File: src/logic/can_indirect_pkg.sv
package can_indirect_pkg;

    // special-function addresses, all on page 1
    localparam logic [7:0] ADDR_DATA_LOW = 8'hD8;
    localparam logic [7:0] ADDR_DATA_HIGH = 8'hD9;
    localparam logic [7:0] ADDR_INDEX = 8'hDA;
    localparam logic [7:0] ADDR_TEST = 8'hDB;
    localparam logic [7:0] ADDR_CONTROL = 8'hF8;
    localparam logic [7:0] ADDR_STATUS = 8'hC0;

    // controller word indexes of the directly mapped registers
    localparam logic [7:0] IDX_CONTROL = 8'h00;
    localparam logic [7:0] IDX_STATUS = 8'h01;
    localparam logic [7:0] IDX_TEST = 8'h05;

    // auto-increment ranges of the two message interfaces
    localparam logic [7:0] IF_ONE_FIRST = 8'h08;
    localparam logic [7:0] IF_ONE_LAST = 8'h12;
    localparam logic [7:0] IF_TWO_FIRST = 8'h20;
    localparam logic [7:0] IF_TWO_LAST = 8'h2A;

    localparam int IRQ_FLAG_BIT = 4;

    localparam logic [7:0] INDEX_RESET = 8'h00;
    localparam logic [7:0] HOLD_RESET = 8'h00;
    localparam logic [7:0] RDATA_RESET = 8'h00;
    localparam logic [1:0] BE_BOTH = 2'h3;
    localparam logic [1:0] BE_LOW = 2'h1;

    // one write into the controller's 16-bit register space
    typedef struct packed {
        logic wr;
        logic [7:0] index;
        logic [1:0] be;
        logic [15:0] wdata;
    } ctl_req_t;

    localparam ctl_req_t REQ_IDLE = '{wr: 1'b0, index: 8'h00, be: 2'h0, wdata: 16'h0000};

endpackage : can_indirect_pkg

File: src/logic/can_indirect_register_port.sv
`timescale 1ns/1ns
// Summary of operation
// [RULE1] 8-bit read/write index register selects the controller word the data bytes reach.
// [RULE2] data byte reads return bytes of the selected word; writes update that word.
// [RULE3] low byte write inside 0x08-0x12 or 0x20-0x2A advances index by one.
// [RULE4] control bit 4 shows controller interrupt, cleared only when controller clears all.
// [RULE5] flag reads 1 while interrupt pending, else 0; writes to bit 4 ignored.
// [RULE6] control, test, status reachable directly and by index, same storage.
// [RULE7] page 1: low data 0xD8, high data 0xD9, index 0xDA, test 0xDB.
// [RULE8] indexed space is 128 sixteen-bit words, one word per index.
// [RULE9] software writes index, then high byte, then low byte.
// [RULE10] high byte held until low byte write; both committed together before increment.
module can_indirect_register_port
    import can_indirect_pkg::*;
(
    input wire logic mclk,
    input wire logic resetn,
    input wire logic sfr_page_one,
    input wire logic [7:0] sfr_addr,
    input wire logic sfr_wr,
    input wire logic sfr_rd,
    input wire logic [7:0] sfr_wdata,
    output logic [7:0] sfr_rdata_q,
    output logic [7:0] ctl_rd_index,
    input wire logic [15:0] ctl_rdata,
    input wire logic ctl_irq_pending,
    output ctl_req_t ctl_req_q
);

    logic [7:0] index_q;
    logic [7:0] hold_q;
    logic dir_hit;
    logic [7:0] dir_index;
    logic wr_en;
    logic rd_en;
    logic in_if_range;
    logic [7:0] low_view;
    logic [7:0] rdata_d;

    assign wr_en = sfr_wr && sfr_page_one;
    assign rd_en = sfr_rd && sfr_page_one;
    assign in_if_range = (index_q >= IF_ONE_FIRST && index_q <= IF_ONE_LAST)
        || (index_q >= IF_TWO_FIRST && index_q <= IF_TWO_LAST);

    // direct addresses map onto the controller words themselves, so no shadow copy exists
    always_comb begin
        dir_hit = 1'b1;
        dir_index = IDX_CONTROL;
        case (sfr_addr)
            ADDR_CONTROL: dir_index = IDX_CONTROL; // RULE6
            ADDR_STATUS: dir_index = IDX_STATUS; // RULE6
            ADDR_TEST: dir_index = IDX_TEST; // RULE6 RULE7
            default: dir_hit = 1'b0;
        endcase
    end

    // read address to the controller; index used whole, controller decodes 128 words
    assign ctl_rd_index = dir_hit ? dir_index : index_q; // RULE8

    // control word low byte carries the live interrupt summary in bit 4
    always_comb begin
        low_view = ctl_rdata[7:0];
        if (ctl_rd_index == IDX_CONTROL) begin
            low_view[IRQ_FLAG_BIT] = ctl_irq_pending; // RULE4 RULE5
        end
    end

    always_comb begin
        rdata_d = RDATA_RESET;
        if (dir_hit) begin
            rdata_d = low_view; // RULE6
        end else begin
            case (sfr_addr)
                ADDR_DATA_LOW: rdata_d = low_view; // RULE2
                ADDR_DATA_HIGH: rdata_d = ctl_rdata[15:8]; // RULE2
                ADDR_INDEX: rdata_d = index_q; // RULE1
                default: rdata_d = RDATA_RESET;
            endcase
        end
    end

    always_ff @(posedge mclk or negedge resetn) begin
        if (!resetn) begin
            sfr_rdata_q <= RDATA_RESET;
        end else if (rd_en) begin
            sfr_rdata_q <= rdata_d;
        end
    end

    always_ff @(posedge mclk or negedge resetn) begin
        if (!resetn) begin
            index_q <= INDEX_RESET;
        end else if (wr_en && sfr_addr == ADDR_INDEX) begin
            index_q <= sfr_wdata; // RULE1 RULE7
        end else if (wr_en && sfr_addr == ADDR_DATA_LOW && in_if_range) begin
            index_q <= index_q + 8'h01; // RULE3
        end
    end

    // high byte parked here; a lone high write never reaches the controller
    always_ff @(posedge mclk or negedge resetn) begin
        if (!resetn) begin
            hold_q <= HOLD_RESET;
        end else if (wr_en && sfr_addr == ADDR_DATA_HIGH) begin
            hold_q <= sfr_wdata; // RULE10
        end
    end

    // request uses the index before increment, so the commit lands on the right word
    always_ff @(posedge mclk or negedge resetn) begin
        if (!resetn) begin
            ctl_req_q <= REQ_IDLE;
        end else if (wr_en && sfr_addr == ADDR_DATA_LOW) begin
            ctl_req_q <= '{wr: 1'b1, index: index_q, be: BE_BOTH,
                wdata: {hold_q, sfr_wdata}}; // RULE2 RULE10
        end else if (wr_en && dir_hit) begin
            ctl_req_q <= '{wr: 1'b1, index: dir_index, be: BE_LOW,
                wdata: {8'h00, sfr_wdata}}; // RULE6
        end else begin
            ctl_req_q <= REQ_IDLE;
        end
    end

    property p_index_load;
        @(posedge mclk) disable iff (!resetn)
        (wr_en && sfr_addr == ADDR_INDEX) |=> index_q == $past(sfr_wdata);
    endproperty
    a_index_load: assert property (p_index_load) else $error("index not loaded"); // RULE1

    property p_autoinc;
        @(posedge mclk) disable iff (!resetn)
        (wr_en && sfr_addr == ADDR_DATA_LOW && in_if_range)
            |=> index_q == $past(index_q) + 8'h01;
    endproperty
    a_autoinc: assert property (p_autoinc) else $error("index did not advance"); // RULE3

    property p_no_inc;
        @(posedge mclk) disable iff (!resetn)
        (wr_en && sfr_addr == ADDR_DATA_LOW && !in_if_range) |=> $stable(index_q);
    endproperty
    a_no_inc: assert property (p_no_inc) else $error("index moved outside ranges"); // RULE3

    property p_commit;
        @(posedge mclk) disable iff (!resetn)
        (wr_en && sfr_addr == ADDR_DATA_LOW) |=> ctl_req_q.wr && ctl_req_q.be == BE_BOTH
            && ctl_req_q.index == $past(index_q)
            && ctl_req_q.wdata == {$past(hold_q), $past(sfr_wdata)};
    endproperty
    a_commit: assert property (p_commit) else $error("word commit wrong"); // RULE10

    property p_high_parked;
        @(posedge mclk) disable iff (!resetn)
        (wr_en && sfr_addr == ADDR_DATA_HIGH) |=> !ctl_req_q.wr && hold_q == $past(sfr_wdata);
    endproperty
    a_high_parked: assert property (p_high_parked) else $error("high byte not held"); // RULE10

    property p_high_read;
        @(posedge mclk) disable iff (!resetn)
        (rd_en && sfr_addr == ADDR_DATA_HIGH) |=> sfr_rdata_q == $past(ctl_rdata[15:8]);
    endproperty
    a_high_read: assert property (p_high_read) else $error("high byte read wrong"); // RULE2

    property p_flag_read;
        @(posedge mclk) disable iff (!resetn)
        (rd_en && sfr_addr == ADDR_CONTROL)
            |=> sfr_rdata_q[IRQ_FLAG_BIT] == $past(ctl_irq_pending);
    endproperty
    a_flag_read: assert property (p_flag_read) else $error("interrupt flag wrong"); // RULE5

    property p_direct_test;
        @(posedge mclk) disable iff (!resetn)
        (wr_en && sfr_addr == ADDR_TEST)
            |=> ctl_req_q.wr && ctl_req_q.index == IDX_TEST && ctl_req_q.be == BE_LOW;
    endproperty
    a_direct_test: assert property (p_direct_test) else $error("direct test write lost"); // RULE6

    property p_no_spurious;
        @(posedge mclk) disable iff (!resetn)
        !(wr_en && (sfr_addr == ADDR_DATA_LOW || dir_hit)) |=> !ctl_req_q.wr;
    endproperty
    a_no_spurious: assert property (p_no_spurious) else $error("spurious write"); // RULE2

    property p_low_read;
        @(posedge mclk) disable iff (!resetn)
        (rd_en && sfr_addr == ADDR_DATA_LOW && index_q != IDX_CONTROL)
            |=> sfr_rdata_q == $past(ctl_rdata[7:0]);
    endproperty
    a_low_read: assert property (p_low_read) else $error("low byte read wrong"); // RULE2

    property p_index_read;
        @(posedge mclk) disable iff (!resetn)
        (rd_en && sfr_addr == ADDR_INDEX) |=> sfr_rdata_q == $past(index_q);
    endproperty
    a_index_read: assert property (p_index_read) else $error("index read wrong"); // RULE1

    // page 0 holds other peripherals, so the port must stay silent there
    property p_page_off;
        @(posedge mclk) disable iff (!resetn)
        !sfr_page_one |=> $stable(index_q) && $stable(hold_q) && $stable(sfr_rdata_q)
            && !ctl_req_q.wr;
    endproperty
    a_page_off: assert property (p_page_off) else $error("access off page one"); // RULE7

    property p_test_route;
        @(posedge mclk) disable iff (!resetn)
        (rd_en && sfr_addr == ADDR_TEST) |-> ctl_rd_index == IDX_TEST
            ##1 sfr_rdata_q == $past(ctl_rdata[7:0]);
    endproperty
    a_test_route: assert property (p_test_route) else $error("test route wrong"); // RULE6

    property p_status_route;
        @(posedge mclk) disable iff (!resetn)
        (sfr_addr == ADDR_STATUS) |-> ctl_rd_index == IDX_STATUS;
    endproperty
    a_status_route: assert property (p_status_route) else $error("status route wrong"); // RULE6

    property p_indexed_flag;
        @(posedge mclk) disable iff (!resetn)
        (rd_en && sfr_addr == ADDR_DATA_LOW && index_q == IDX_CONTROL)
            |=> sfr_rdata_q[IRQ_FLAG_BIT] == $past(ctl_irq_pending);
    endproperty
    a_indexed_flag: assert property (p_indexed_flag) else $error("indexed flag wrong"); // RULE5

    property p_read_no_move;
        @(posedge mclk) disable iff (!resetn)
        (rd_en && !sfr_wr) |=> $stable(index_q);
    endproperty
    a_read_no_move: assert property (p_read_no_move) else $error("read moved index"); // RULE3

    c_burst: cover property (@(posedge mclk) disable iff (!resetn)
        (wr_en && sfr_addr == ADDR_DATA_LOW && index_q == IF_ONE_LAST));
    c_flag: cover property (@(posedge mclk) disable iff (!resetn)
        (rd_en && sfr_addr == ADDR_CONTROL && ctl_irq_pending));
    c_sequence: cover property (@(posedge mclk) disable iff (!resetn)
        (wr_en && sfr_addr == ADDR_DATA_HIGH) ##1 (wr_en && sfr_addr == ADDR_DATA_LOW));
    c_page_off: cover property (@(posedge mclk) disable iff (!resetn)
        (sfr_wr && !sfr_page_one));
    c_direct_write: cover property (@(posedge mclk) disable iff (!resetn)
        (wr_en && dir_hit));

endmodule : can_indirect_register_port

File: config.mk
export PLATFORM = sky130hd
export DESIGN_NAME = can_indirect_register_port
export DESIGN_NICKNAME = d
export VERILOG_FILES = /design/src/logic/can_indirect_pkg.sv /design/src/logic/can_indirect_register_port.sv
export SDC_FILE = /design/constraint.sdc
export NUM_CORES = 1
export LEC_CHECK = 0
export BUFFER_PORTS_ARGS = -buffer_cell sky130_fd_sc_hd__buf_2
export CAP_MARGIN = 20
export CORE_MARGIN = 1.5
export CORE_UTILIZATION = 45
export DETAILED_ROUTE_END_ITERATION = 10
export HOLD_SLACK_MARGIN = 0.06
export PLACE_DENSITY = 0.8
export SLEW_MARGIN = 25
export SYNTH_ARGS = -nofsm -noshare
export SYNTH_HDL_FRONTEND = slang
export SYNTH_SLANG_ARGS = --single-unit
File: constraint.sdc
create_clock -name mclk -period 1.85 [get_ports mclk]
set_clock_uncertainty 0.1 [all_clocks]
set_input_delay 0.185 -clock mclk [delete_from_list [all_inputs] [get_ports mclk]]
set_output_delay 0.185 -clock mclk [all_outputs]
set_load 0.1 [all_outputs]
== Word level (Yosys, flattened, before mapping) ==
Cells that the tools add are included.

* Bits in latches: 0
* Memories: 0
* Flip-flop bits (word level): 51
* Bits in read-only memories: 0
* Logic and storage cells: 41
* Input bits: 38
* Memory bits (writable): 0
* Output and inout port bits: 43

* Multipliers: 0
* Shift operators: 0
* Bitwise gates (word level): 0
* Muxes and demuxes: 10
* Order comparisons: 4
* Equal/unequal tests: 6
* Reductions and logical operators: 13
* Div/mod/pow operators: 0
* Add/subtract/negate cells: 1

{| class="wikitable"
|+ Operator list
! cell !! number
|-
| $mux 27 || 2
|-
| $eq 8x8->1 const B || 6
|-
| $mux 8 || 4
|-
| $pmux 8 s3 || 1
|-
| $logic_and 1x1->1 || 9
|-
| $add 8x1->8 const B || 1
|-
| $ge 8x4->1 const B || 1
|-
| $ge 8x6->1 const B || 1
|-
| $le 8x5->1 const B || 1
|-
| $le 8x6->1 const B || 1
|-
| $logic_not 8->1 || 1
|-
| $pmux 3 s2 || 1
|-
| $reduce_or 3->1 || 1
|-
| $mux 1 || 2
|-
| $reduce_bool 2->1 || 1
|-
| $logic_or 1x1->1 || 1
|}

== Longest topological paths before layout ==
Gate-level depths: netlist (run 1).

* Depth in word-level cells: 8
* Depth in mapped cells: 6
* Gate-level depth less buffers: 5

== Worst setup path after synthesis (run 1) ==
No wires, ideal clock.

* Kind: in2out
* Start: in sfr_addr[2]
* End: out ctl_rd_index[2]
* Path buffers: 0
* Stages: 3
* Arrival time: 2.718 ns
* Path slack: -1.153 ns
* Required time: 1.565 ns
* Cell sequence: and3b_2 > nand2_1 > o21ai_0

* Word-level cells in the longest chain between the ends: 4
* Elaborated cells on any way between the ends: 7
* Those cells by class: eq/ne (3); mux (3); reduce/logical (1)

{| class="wikitable"
|+ RTL lines
! item !! RTL line !! RTL
|-
| start, declared || can_indirect_register_port.sv:19 || <nowiki>input wire logic [7:0] sfr_addr,</nowiki>
|-
| $eq 8x8->1 || can_indirect_register_port.sv:49 || <nowiki>case (sfr_addr)</nowiki>
|-
| $reduce_or 3->1 (no source line) || - ||
|-
| $mux 1 || can_indirect_register_port.sv:49 ||
|-
| $mux 8 * || can_indirect_register_port.sv:58 || <nowiki>assign ctl_rd_index = dir_hit ? dir_index : index_q;</nowiki>
|-
| end, declared || can_indirect_register_port.sv:24 || <nowiki>output logic [7:0] ctl_rd_index,</nowiki>
|}

Mark *: on every way between the ends. The rest lies on a longest branch, timed or not.

== Worst setup path in the final report (run 1) ==
* Start: reg index_q[1]
* End: reg index_q[4]

* Word-level cells in the longest chain between the ends: 5
* Elaborated cells on any way between the ends: 12
* Those cells by class: add/sub (1); order compare (4); mux (2); reduce/logical (5)

{| class="wikitable"
|+ RTL lines
! item !! RTL line !! RTL
|-
| start, declared || can_indirect_register_port.sv:30 || <nowiki>logic [7:0] index_q;</nowiki>
|-
| start signal, assigned || can_indirect_register_port.sv:94 || <nowiki>index_q <= sfr_wdata;</nowiki>
|-
| start signal, assigned || can_indirect_register_port.sv:96 || <nowiki>index_q <= index_q + 8'h01;</nowiki>
|-
| $ge 8x4->1, or another cell as far along || can_indirect_register_port.sv:42 || <nowiki>assign in_if_range = (index_q >= IF_ONE_FIRST && index_q <= IF_ONE_LAST)</nowiki>
|-
| $logic_and 1x1->1 (on tied branches) || can_indirect_register_port.sv:42, can_indirect_register_port.sv:43 ||
|-
| $logic_or 1x1->1 || can_indirect_register_port.sv:43 || <nowiki>|| (index_q >= IF_TWO_FIRST && index_q <= IF_TWO_LAST);</nowiki>
|-
| $logic_and 1x1->1 || can_indirect_register_port.sv:95 || <nowiki>end else if (wr_en && sfr_addr == ADDR_DATA_LOW && in_if_range) begin</nowiki>
|-
| $reduce_bool 2->1 (no source line) || - ||
|}

Several ways; a longest one is shown, not always the timed one. The select of a mux whose other input is x is not followed.
A chain may end at the register's enable or synchronous reset.

==> out/summary.md, run 1 <==
The run finished with clean final reports. Setup repair after global routing could not meet its margin everywhere. The maximum cell stage delay along the critical path was 0.47 ns.

For the pin with the worst max-slew slack, the measured transition is 0.505 ns. The number of remaining DRC errors is 0. The top cell types in the final layout, fill and taps aside, are sky130_fd_sc_hd__buf_2, sky130_fd_sc_hd__dfrtp_1, sky130_fd_sc_hd__and2_1. The routed design could run at a clock period as short as 1.83 ns. The worst setup path is captured at a flop.

The die is 75.1 µm wide. Summing all flip-flop and latch instances after layout gives 0.00125 mm². Distinct cell type count after synthesis: 40. In the final routed layout, each cell accounts on average for 14.1 µm.

The peak clock frequency supported by timing came out at 545 MHz. The tool flagged a number of max-cap violations equal to 0. Measured on the finished design, the core utilization comes to 65.1%. Setup violations remaining at the end of the flow were counted as 0.

The run gives 2 as the largest buffer count on any clock path. In the finished design, the share of the clock period the worst path needs comes to 99.1%. The count of flip-flops with a built-in enable after synthesis was 0; the cell area after placement was 0.00307 mm². Traced cell by cell, the critical path runs through a21oi_1, o211ai_2, a2111oi_4, mux2i_1, o211ai_2.

The number of vias per cell came out at 5.02. For the wire length after detailed routing, the log shows 5690 µm. After clock tree synthesis, the clock-pin slew on the worst setup and hold paths is 0.09 ns. The netlist area before placement is 0.00234 mm², and the placeable core region is 0.00507 mm².

The number of pins exceeding their max-slew limit in the final report was 0. For this run, the detailed router's first-pass iteration total came to 4. The cell depth of the worst min-delay path works out to 3.

Row generation in the floorplan step produced 26 rows. The total I/O pin count came out at 81. The area growth from synthesis to layout is 41.1%.

Counting stages on the worst path, the most repeated cell is sky130_fd_sc_hd__o211ai_2. The number of global-route vias before repair came out at 1854. Proportion of netlist area held by the largest area contributor: 53.4%. For this run, asynchronously set or reset flops after synthesis account for 100%. The endpoint identified for the worst register-to-register timing path is index_q[4].

The overall fraction of global-route tracks in use is 20.8%, and the finished layout cell area is 0.00330 mm². The power per cell area was 696 mW/mm²; the number of DRC violations after detailed-routing iteration 0 was 153. At the end of the flow, the number of nets in the layout was 371.

The commonest non-fill, non-tap cell in the layout was sky130_fd_sc_hd__buf_2. For this configuration, the core starts out at a cell density of 46.1%. The die height works out to 75.1 µm.

The cell sitting at the root of the clock tree is a sky130_fd_sc_hd__clkbuf_8. The total number of vias was 2019; the area enclosed by the die boundary was 0.00564 mm². Number of antenna violations at the first check in global routing: 0. For the number of endpoints with negative hold slack in the final report, the log shows 0.

After filler insertion, the fill cell instance count of the layout stands at 416. Data arrives at the worst endpoint at 1.92 ns. The synthesis-stage register bit count was 50; the count of antenna diodes in the layout was 0. The worst setup path is launched from a flop.

The top cell type by total area after synthesis is sky130_fd_sc_hd__dfrtp_1. At the later pin of the worst-skew pair, clock insertion delay measures 0.31 ns. Share of synthesized area occupied by flip-flops and latches: 53.4%.

By area the synthesized netlist is led by sky130_fd_sc_hd__dfrtp_1, sky130_fd_sc_hd__and2_1, sky130_fd_sc_hd__mux2_2, sky130_fd_sc_hd__nand2_1, sky130_fd_sc_hd__a22oi_1. The run gives 0 as the number of nets with antenna violations after routing. For flop-to-flop paths, the worst setup slack is 0.02 ns. The cell depth of the worst flop-to-flop path was 5; the number of instances in the synthesized netlist was 221.

IR analysis of the VDD net gives a maximum drop of 0.511 mV. The area used by multi-input combinational logic is 0.00102 mm². The worst setup path category is flop to flop. For this run, the number of Yosys warnings is 0. Detailed placement finished with a half-perimeter wire length of 4200 µm.

In this run the worst path has a maximum fanout of 6. The depth of the CTS H-tree is 2, and the overflow left after global routing is 0. In this run the static leakage power is 1.65 nW.

The run gives 20 as the maximum number of pins on one net before global-route repair. Summed over all failing endpoints, the final setup total negative slack is 0 ns. For hold timing, the worst endpoint is sfr_rdata_q[6].

The fraction of layout instances using a drive strength above 1 was 41.9%. Total number of clock tree sinks: 50. The first global-routing pass estimated 8710 µm of wire. The startpoint identified for the worst hold timing path is ctl_rdata[6]. Buffers inserted during clock tree synthesis total 5. Among all stages on the critical path, the largest delay is contributed by sky130_fd_sc_hd__dfrtp_1. TritonCTS built the clock tree. In this run the tool buffered the top-level ports with 80 buffer cells.

The number of nets in the synthesized netlist is 261. The startpoint identified for the worst register-to-register timing path is index_q[1]. The data required time at the worst endpoint is 1.93 ns. The congestion estimate from routability-driven global placement came to 0.897. The synthesized area per cell is 10.6 µm². The tightest hold path in the finished design has a slack of 0.0584 ns.

Headroom to the max-slew limit came out at 66.2%. In this run the worst hold path is classified as input pin to flop. In the synthesized netlist the dominant register cell turns out to be sky130_fd_sc_hd__dfrtp_1.
-- cell type report --
type                            instances  area share [%]
Clock inverter                          2            1.17
Clock buffer                            6            2.50
Inverter                                4           0.455
Multi-Input combinational cell        157            30.9
Sequential cell                        50            38.0
Timing Repair Buffer                  113            24.3
Tap cell                               70            2.65
-- where the power goes --
group	switching, mW	internal, mW	leakage [nW]	total, mW
Sequential	0.0153	1.11	0.680	1.12
Combinational	0.226	0.138	0.912	0.364
Clock	0.366	0.445	0.0618	0.811
-- worst max-delay path by stage --
stage | start | to | slack (ns)
final | index_q[1] | index_q[4] | 0.02
after floorplan | index_q[3] | index_q[4] | 0.06
after global routing | index_q[5] | index_q[4] | -0.09
after global placement | index_q[1] | index_q[2] | 0.07
after CTS | index_q[6] | index_q[4] | 0.002
after detailed placement | index_q[6] | index_q[4] | 0.02
-- kinds of logic after synthesis --
kind of cell / Yosys count / share of synthesized area [%]
adder cells (fa/ha/maj): 2 / 1.07
AO/OA/AOI/OAI: 46 / 14.3
buffers and inverters: 14 / 3.31
flip-flops: 50 / 53.4
AND/OR/NAND/NOR: 96 / 21.6
multiplexers: 13 / 6.20
-- cells in the mapped netlist (2+ instances only) --
cell	n
sky130_fd_sc_hd__a21oi_1	11
sky130_fd_sc_hd__clkbuf_1	4
sky130_fd_sc_hd__a22oi_1	9
sky130_fd_sc_hd__nand3_1	7
sky130_fd_sc_hd__nand3b_1	2
sky130_fd_sc_hd__buf_4	2
sky130_fd_sc_hd__buf_2	2
sky130_fd_sc_hd__ha_1	2
sky130_fd_sc_hd__and3_1	2
sky130_fd_sc_hd__mux2_2	12
sky130_fd_sc_hd__and2_2	2
sky130_fd_sc_hd__nor2_1	17
sky130_fd_sc_hd__a211oi_1	2
sky130_fd_sc_hd__nand2_1	22
sky130_fd_sc_hd__and2_1	26
sky130_fd_sc_hd__nor3_1	7
sky130_fd_sc_hd__buf_6	2
sky130_fd_sc_hd__dfrtp_1	50
sky130_fd_sc_hd__o211ai_2	3
sky130_fd_sc_hd__nor4_1	2
sky130_fd_sc_hd__nor2b_1	3
sky130_fd_sc_hd__inv_1	4
sky130_fd_sc_hd__a21o_1	2
sky130_fd_sc_hd__o21ai_0	10
-- timing repair --
item	4_1_cts	5_1_grt
endpoints found under the setup margin	0	5
hold buffers	9	0
hold endpoints to repair	34	0
resized for setup	0	4
setup buffers	0	2
-- registers in the layout, indices dropped and copies added (netlist names) --
name and cells:
ctl_req_q 26, hold_q 8, index_q 8, sfr_rdata_q 8
-- per-layer routing --
metal | track usage, % | wire [µm] | part of all wire [%] | up-vias
met5 | 0 | 0 | 0 | -
met4 | 8.69 | 106 | 1.9 | 0
met3 | 4.28 | 249 | 4.4 | 9
met2 | 32.5 | 2760 | 48 | 53
met1 | 28.1 | 2570 | 45 | 964
li1 | - | - | - | 993
-- critical path, delay by kind of cell (launching register included) --
kind | cells | cell delay [ns]
compound gates | 4 | 0.88
flops | 1 | 0.47
mux | 1 | 0.28
-- metrics by stage --
| stage | std cells | total power, mW | setup WS (ns) |
|---|---|---|---|
| 2_1_floorplan | 221 | 1.33 | 0.0630 |
| 3_3_place_gp | 383 | 1.49 | 0.0731 |
| 3_5_place_dp | 383 | 1.49 | 0.0215 |
| 4_1_cts | 400 | 2.29 | 0.00202 |
| 5_1_grt | 402 | 2.38 | -0.0912 |
| 6_report | 402 | 2.30 | 0.0159 |
Power figures use the tool's default switching activity.
==> run 2, diff against run 1 <==
--- a/config.mk
+++ b/config.mk
@@ -8,10 +8,10 @@
 export BUFFER_PORTS_ARGS = -buffer_cell sky130_fd_sc_hd__buf_2
 export CAP_MARGIN = 20
 export CORE_MARGIN = 1.5
-export CORE_UTILIZATION = 45
+export CORE_UTILIZATION = 44
 export DETAILED_ROUTE_END_ITERATION = 10
 export HOLD_SLACK_MARGIN = 0.06
-export PLACE_DENSITY = 0.8
+export PLACE_DENSITY = 0.78
 export SLEW_MARGIN = 25
 export SYNTH_ARGS = -nofsm -noshare
 export SYNTH_HDL_FRONTEND = slang
==> run 2 against run 1 <==
Setup slack better by 0.0080 ns. Sequential share of layout area is 0.34 points lower. Die area rose by 2.2%. Sequential cell count is the same. Count of clock-buffer cells in the layout did not move. Register-to-register slack about the same. Largest cell class unchanged. Largest power group unchanged.
==> out/summary.md, run 2 (same netlist as run 1, synthesis figures left out) <==
The cell depth of the worst min-delay path was 3 (unchanged); the wire length of the first global-routing pass was 9600 µm (+10%). Net switching share of the total power: 26.2% (-0.19 points). The total I/O pin count was 81 (unchanged).

The fraction of layout instances using a drive strength above 1 came out at 42.7% (+0.82 points). The tools report the net count reported at finish as 374 (+0.81%). The placeable core region is 0.00511 mm² (+0.64%). TritonCTS built the clock tree. The largest buffer count on any clock path is 2 (unchanged), and the overflow left after global routing is 0 (unchanged). For the number of antenna violations at the first check in global routing, the log shows 0 (unchanged). Area enclosed by the die boundary: 0.00577 mm² (+2.2%). The number of pins exceeding their max-slew limit in the final report was 0 (unchanged); the post-layout worst setup margin was 0.0239 ns (+0.00800 ns). The cell area after placement is 0.00309 mm² (+0.73%). The power per cell area was 690 mW/mm² (-0.86%); the number of buffers created by CTS was 5 (unchanged). The number of global-route vias before repair is 2020 (+9.0%), and the setup TNS after final layout is 0 ns (unchanged). The number of vias per cell is 5.10 (+1.6%). The logs give 4.82% (+0.54 points) for the met3 track demand over resource in global routing and 50 (unchanged) for the total number of clock tree sinks. The reg2reg setup slack was 0.02 ns (about the same); the clock transition time at the flip-flop clock pins of the worst setup and hold paths was 0.09 ns (about the same).

The max-slew headroom at the worst pin is 65.4% (-0.87 points), and the peak clock frequency supported by timing is 548 MHz (+0.44%). The tools report the core occupancy in the finished layout as 65.3% (+0.17 points). The worst slack at placement is 0.0325 ns (+0.0110 ns), and the die width is 75.9 µm (+1.1%). Leakage power: 1.67 nW (+0.94%). In the layout the commonest cells are sky130_fd_sc_hd__buf_2, sky130_fd_sc_hd__dfrtp_1, sky130_fd_sc_hd__and2_1. The maximum vdd drop is 0.337 mV (-34%). The run gives 0 (unchanged) as the number of remaining DRC errors.

Compared with the post-synthesis result, the final layout area differs by 42.4%. The run gives 0 (unchanged) as the final count of negative-setup-slack endpoints. The flip-flop count of the largest register, all copies and words added is 26 (unchanged). The depth of the CTS H-tree is 2 (unchanged), and the die height is 75.9 µm (+1.1%). For the number of DRC violations after detailed-routing iteration 0, the log shows 87 (-43%). The run gives 26 (unchanged) as the number of rows created at floorplan.

For the finished layout cell area, the log shows 0.00333 mm² (+0.91%). The run gives 0 (unchanged) as the count of antenna diodes in the layout. The run gives 26.0% (-2.1 points) as the global-route met1 utilization. The nature of the critical path endpoint is a flop.

The tightest min-delay check is of the input pin to flop type. The final worst hold slack was 0.0670 ns (+0.00860 ns). Worst setup path category: flop to flop. The tools report the maximum number of pins on one net before global-route repair as 24 (+20%). Register containing the most flip-flops in the final layout: ctl_req_q.

The run gives 2066 (+2.3%) as the total number of vias. Global routing's busiest layer: met2. The final critical path time including I/O delays and setup is 1.83 ns (-0.00800 ns).

The run finished with clean final reports. Wire length after detailed routing: 5680 µm (about the same). Leaving out fill and tap cells, the most frequent cell in the layout is sky130_fd_sc_hd__buf_2.

The tools report the part of the total power dissipated in combinational logic as 16.1% (+0.3 points). The tools report the clock root buffer master as sky130_fd_sc_hd__clkbuf_8. The fraction of power consumed by sequential logic was 48.8% (about the same); the arrival time at the worst endpoint was 1.96 ns (+0.04 ns).

The clock insertion delay at the later pin of the skew report is 0.30 ns (about the same), and the initial cell density of the core is 45.8% (-0.29 points). Setup repair after global routing could not meet its margin everywhere. The portion of the clock cycle consumed by the worst path in the final layout is 98.7% (-0.43 points), and the overall fraction of global-route tracks in use is 21.1% (+0.30 points). The measured slew at the worst slew-check pin came out at 0.519 ns (+0.0141 ns). The type of origin of the critical path is a flop. The number of endpoints with negative hold slack in the final report is 0 (unchanged), and the reported net switching power is 603 µW (-0.69%). The routed wire length per instance is 14.0 µm (-0.83%), and the first-pass iteration count of the detailed router is 4 (unchanged). The count of port buffers added during placement is 80 (unchanged), and the maximum fanout along the worst path is 6 (unchanged).

The met2 usage in global routing was 35.9% (+3.4 points); the cell depth of the worst flop-to-flop path was 5 (unchanged). The run gives 35.0% (-0.3 points) as the clock network fraction of design power. The logs give 0 (unchanged) for the number of nets with antenna violations after routing and 1.99 ns (+0.06 ns) for the data required time at the worst endpoint.

For the number of maximum-capacitance constraint violations, the log shows 0 (unchanged). Final estimated routing congestion in global placement: 0.947 (+5.6%). The logs give 4370 µm (+3.9%) for the detailed-placement wirelength estimate and 1.70 mW (+0.30%) for the internal power of the cells.
run 2: cell types whose count changed in the layout (fill, tap and decap cells not counted), sizes merged:
cell,before,now
dlygate4sd3,9,10
buf,104,106
run 2: final cells by class:
| cell class | count | area [µm²] |
|---|---|---|
| fill | 405 | 1770 |
| clock buffer | 6 | 82.6 |
| inverter | 4 | 15.0 |
| tap | 70 | 87.6 |
| multi-input combinational | 157 | 1030 |
| sequential | 50 | 1250 |
| clock inverter | 2 | 38.8 |
| timing repair buffer | 116 | 828 |
run 2: stage by stage:
step | instances | power (mW)
floorplan | 221 | 1.33
global placement | 386 | 1.49
detailed placement | 386 | 1.49
CTS | 404 | 2.31
global route | 405 | 2.39
finish | 405 | 2.30
run 2: timing repair:
item	in CTS	in global routing
endpoints found under the setup margin	0	5
endpoints found under the hold margin	42	0
resized for setup	0	6
hold buffers	10	0
buffers inserted	0	1
run 2: final timing paths:
check	end	startpoint
max	index_q[0]	index_q[3]
min	sfr_rdata_q[0]	ctl_rdata[0]
max reg2reg	index_q[0]	index_q[3]
min reg2reg	sfr_rdata_q[6]	sfr_rdata_q[6]
max in group asynchronous	sfr_rdata_q[5]	resetn
min in group asynchronous	ctl_req_q[4]	resetn
run 2: critical path, stage by stage (launching register included):
cell and delay (ns):
sky130_fd_sc_hd__dfrtp_1 0.43, sky130_fd_sc_hd__nor3_4 0.22, sky130_fd_sc_hd__o211ai_2 0.15, sky130_fd_sc_hd__a2111o_1 0.53
sky130_fd_sc_hd__a21oi_2 0.17, sky130_fd_sc_hd__o22a_1 0.16
run 2: power groups by stage:
stage / logic, mW / clock network, mW / registers, mW
2_1_floorplan: 0.151 / 0 / 1.18
3_3_place_gp: 0.349 / 0 / 1.14
3_5_place_dp: 0.350 / 0 / 1.14
4_1_cts: 0.368 / 0.824 / 1.12
5_1_grt: 0.397 / 0.864 / 1.13
6_report: 0.371 / 0.805 / 1.12
run 2: layer usage:
| metal | routed length [µm] | part of all wire, % |
|---|---|---|
| met4 | 85 | 1.5 |
| met5 | 0 | 0 |
| met1 | 2390 | 42 |
| met3 | 345 | 6.1 |
| met2 | 2860 | 50 |
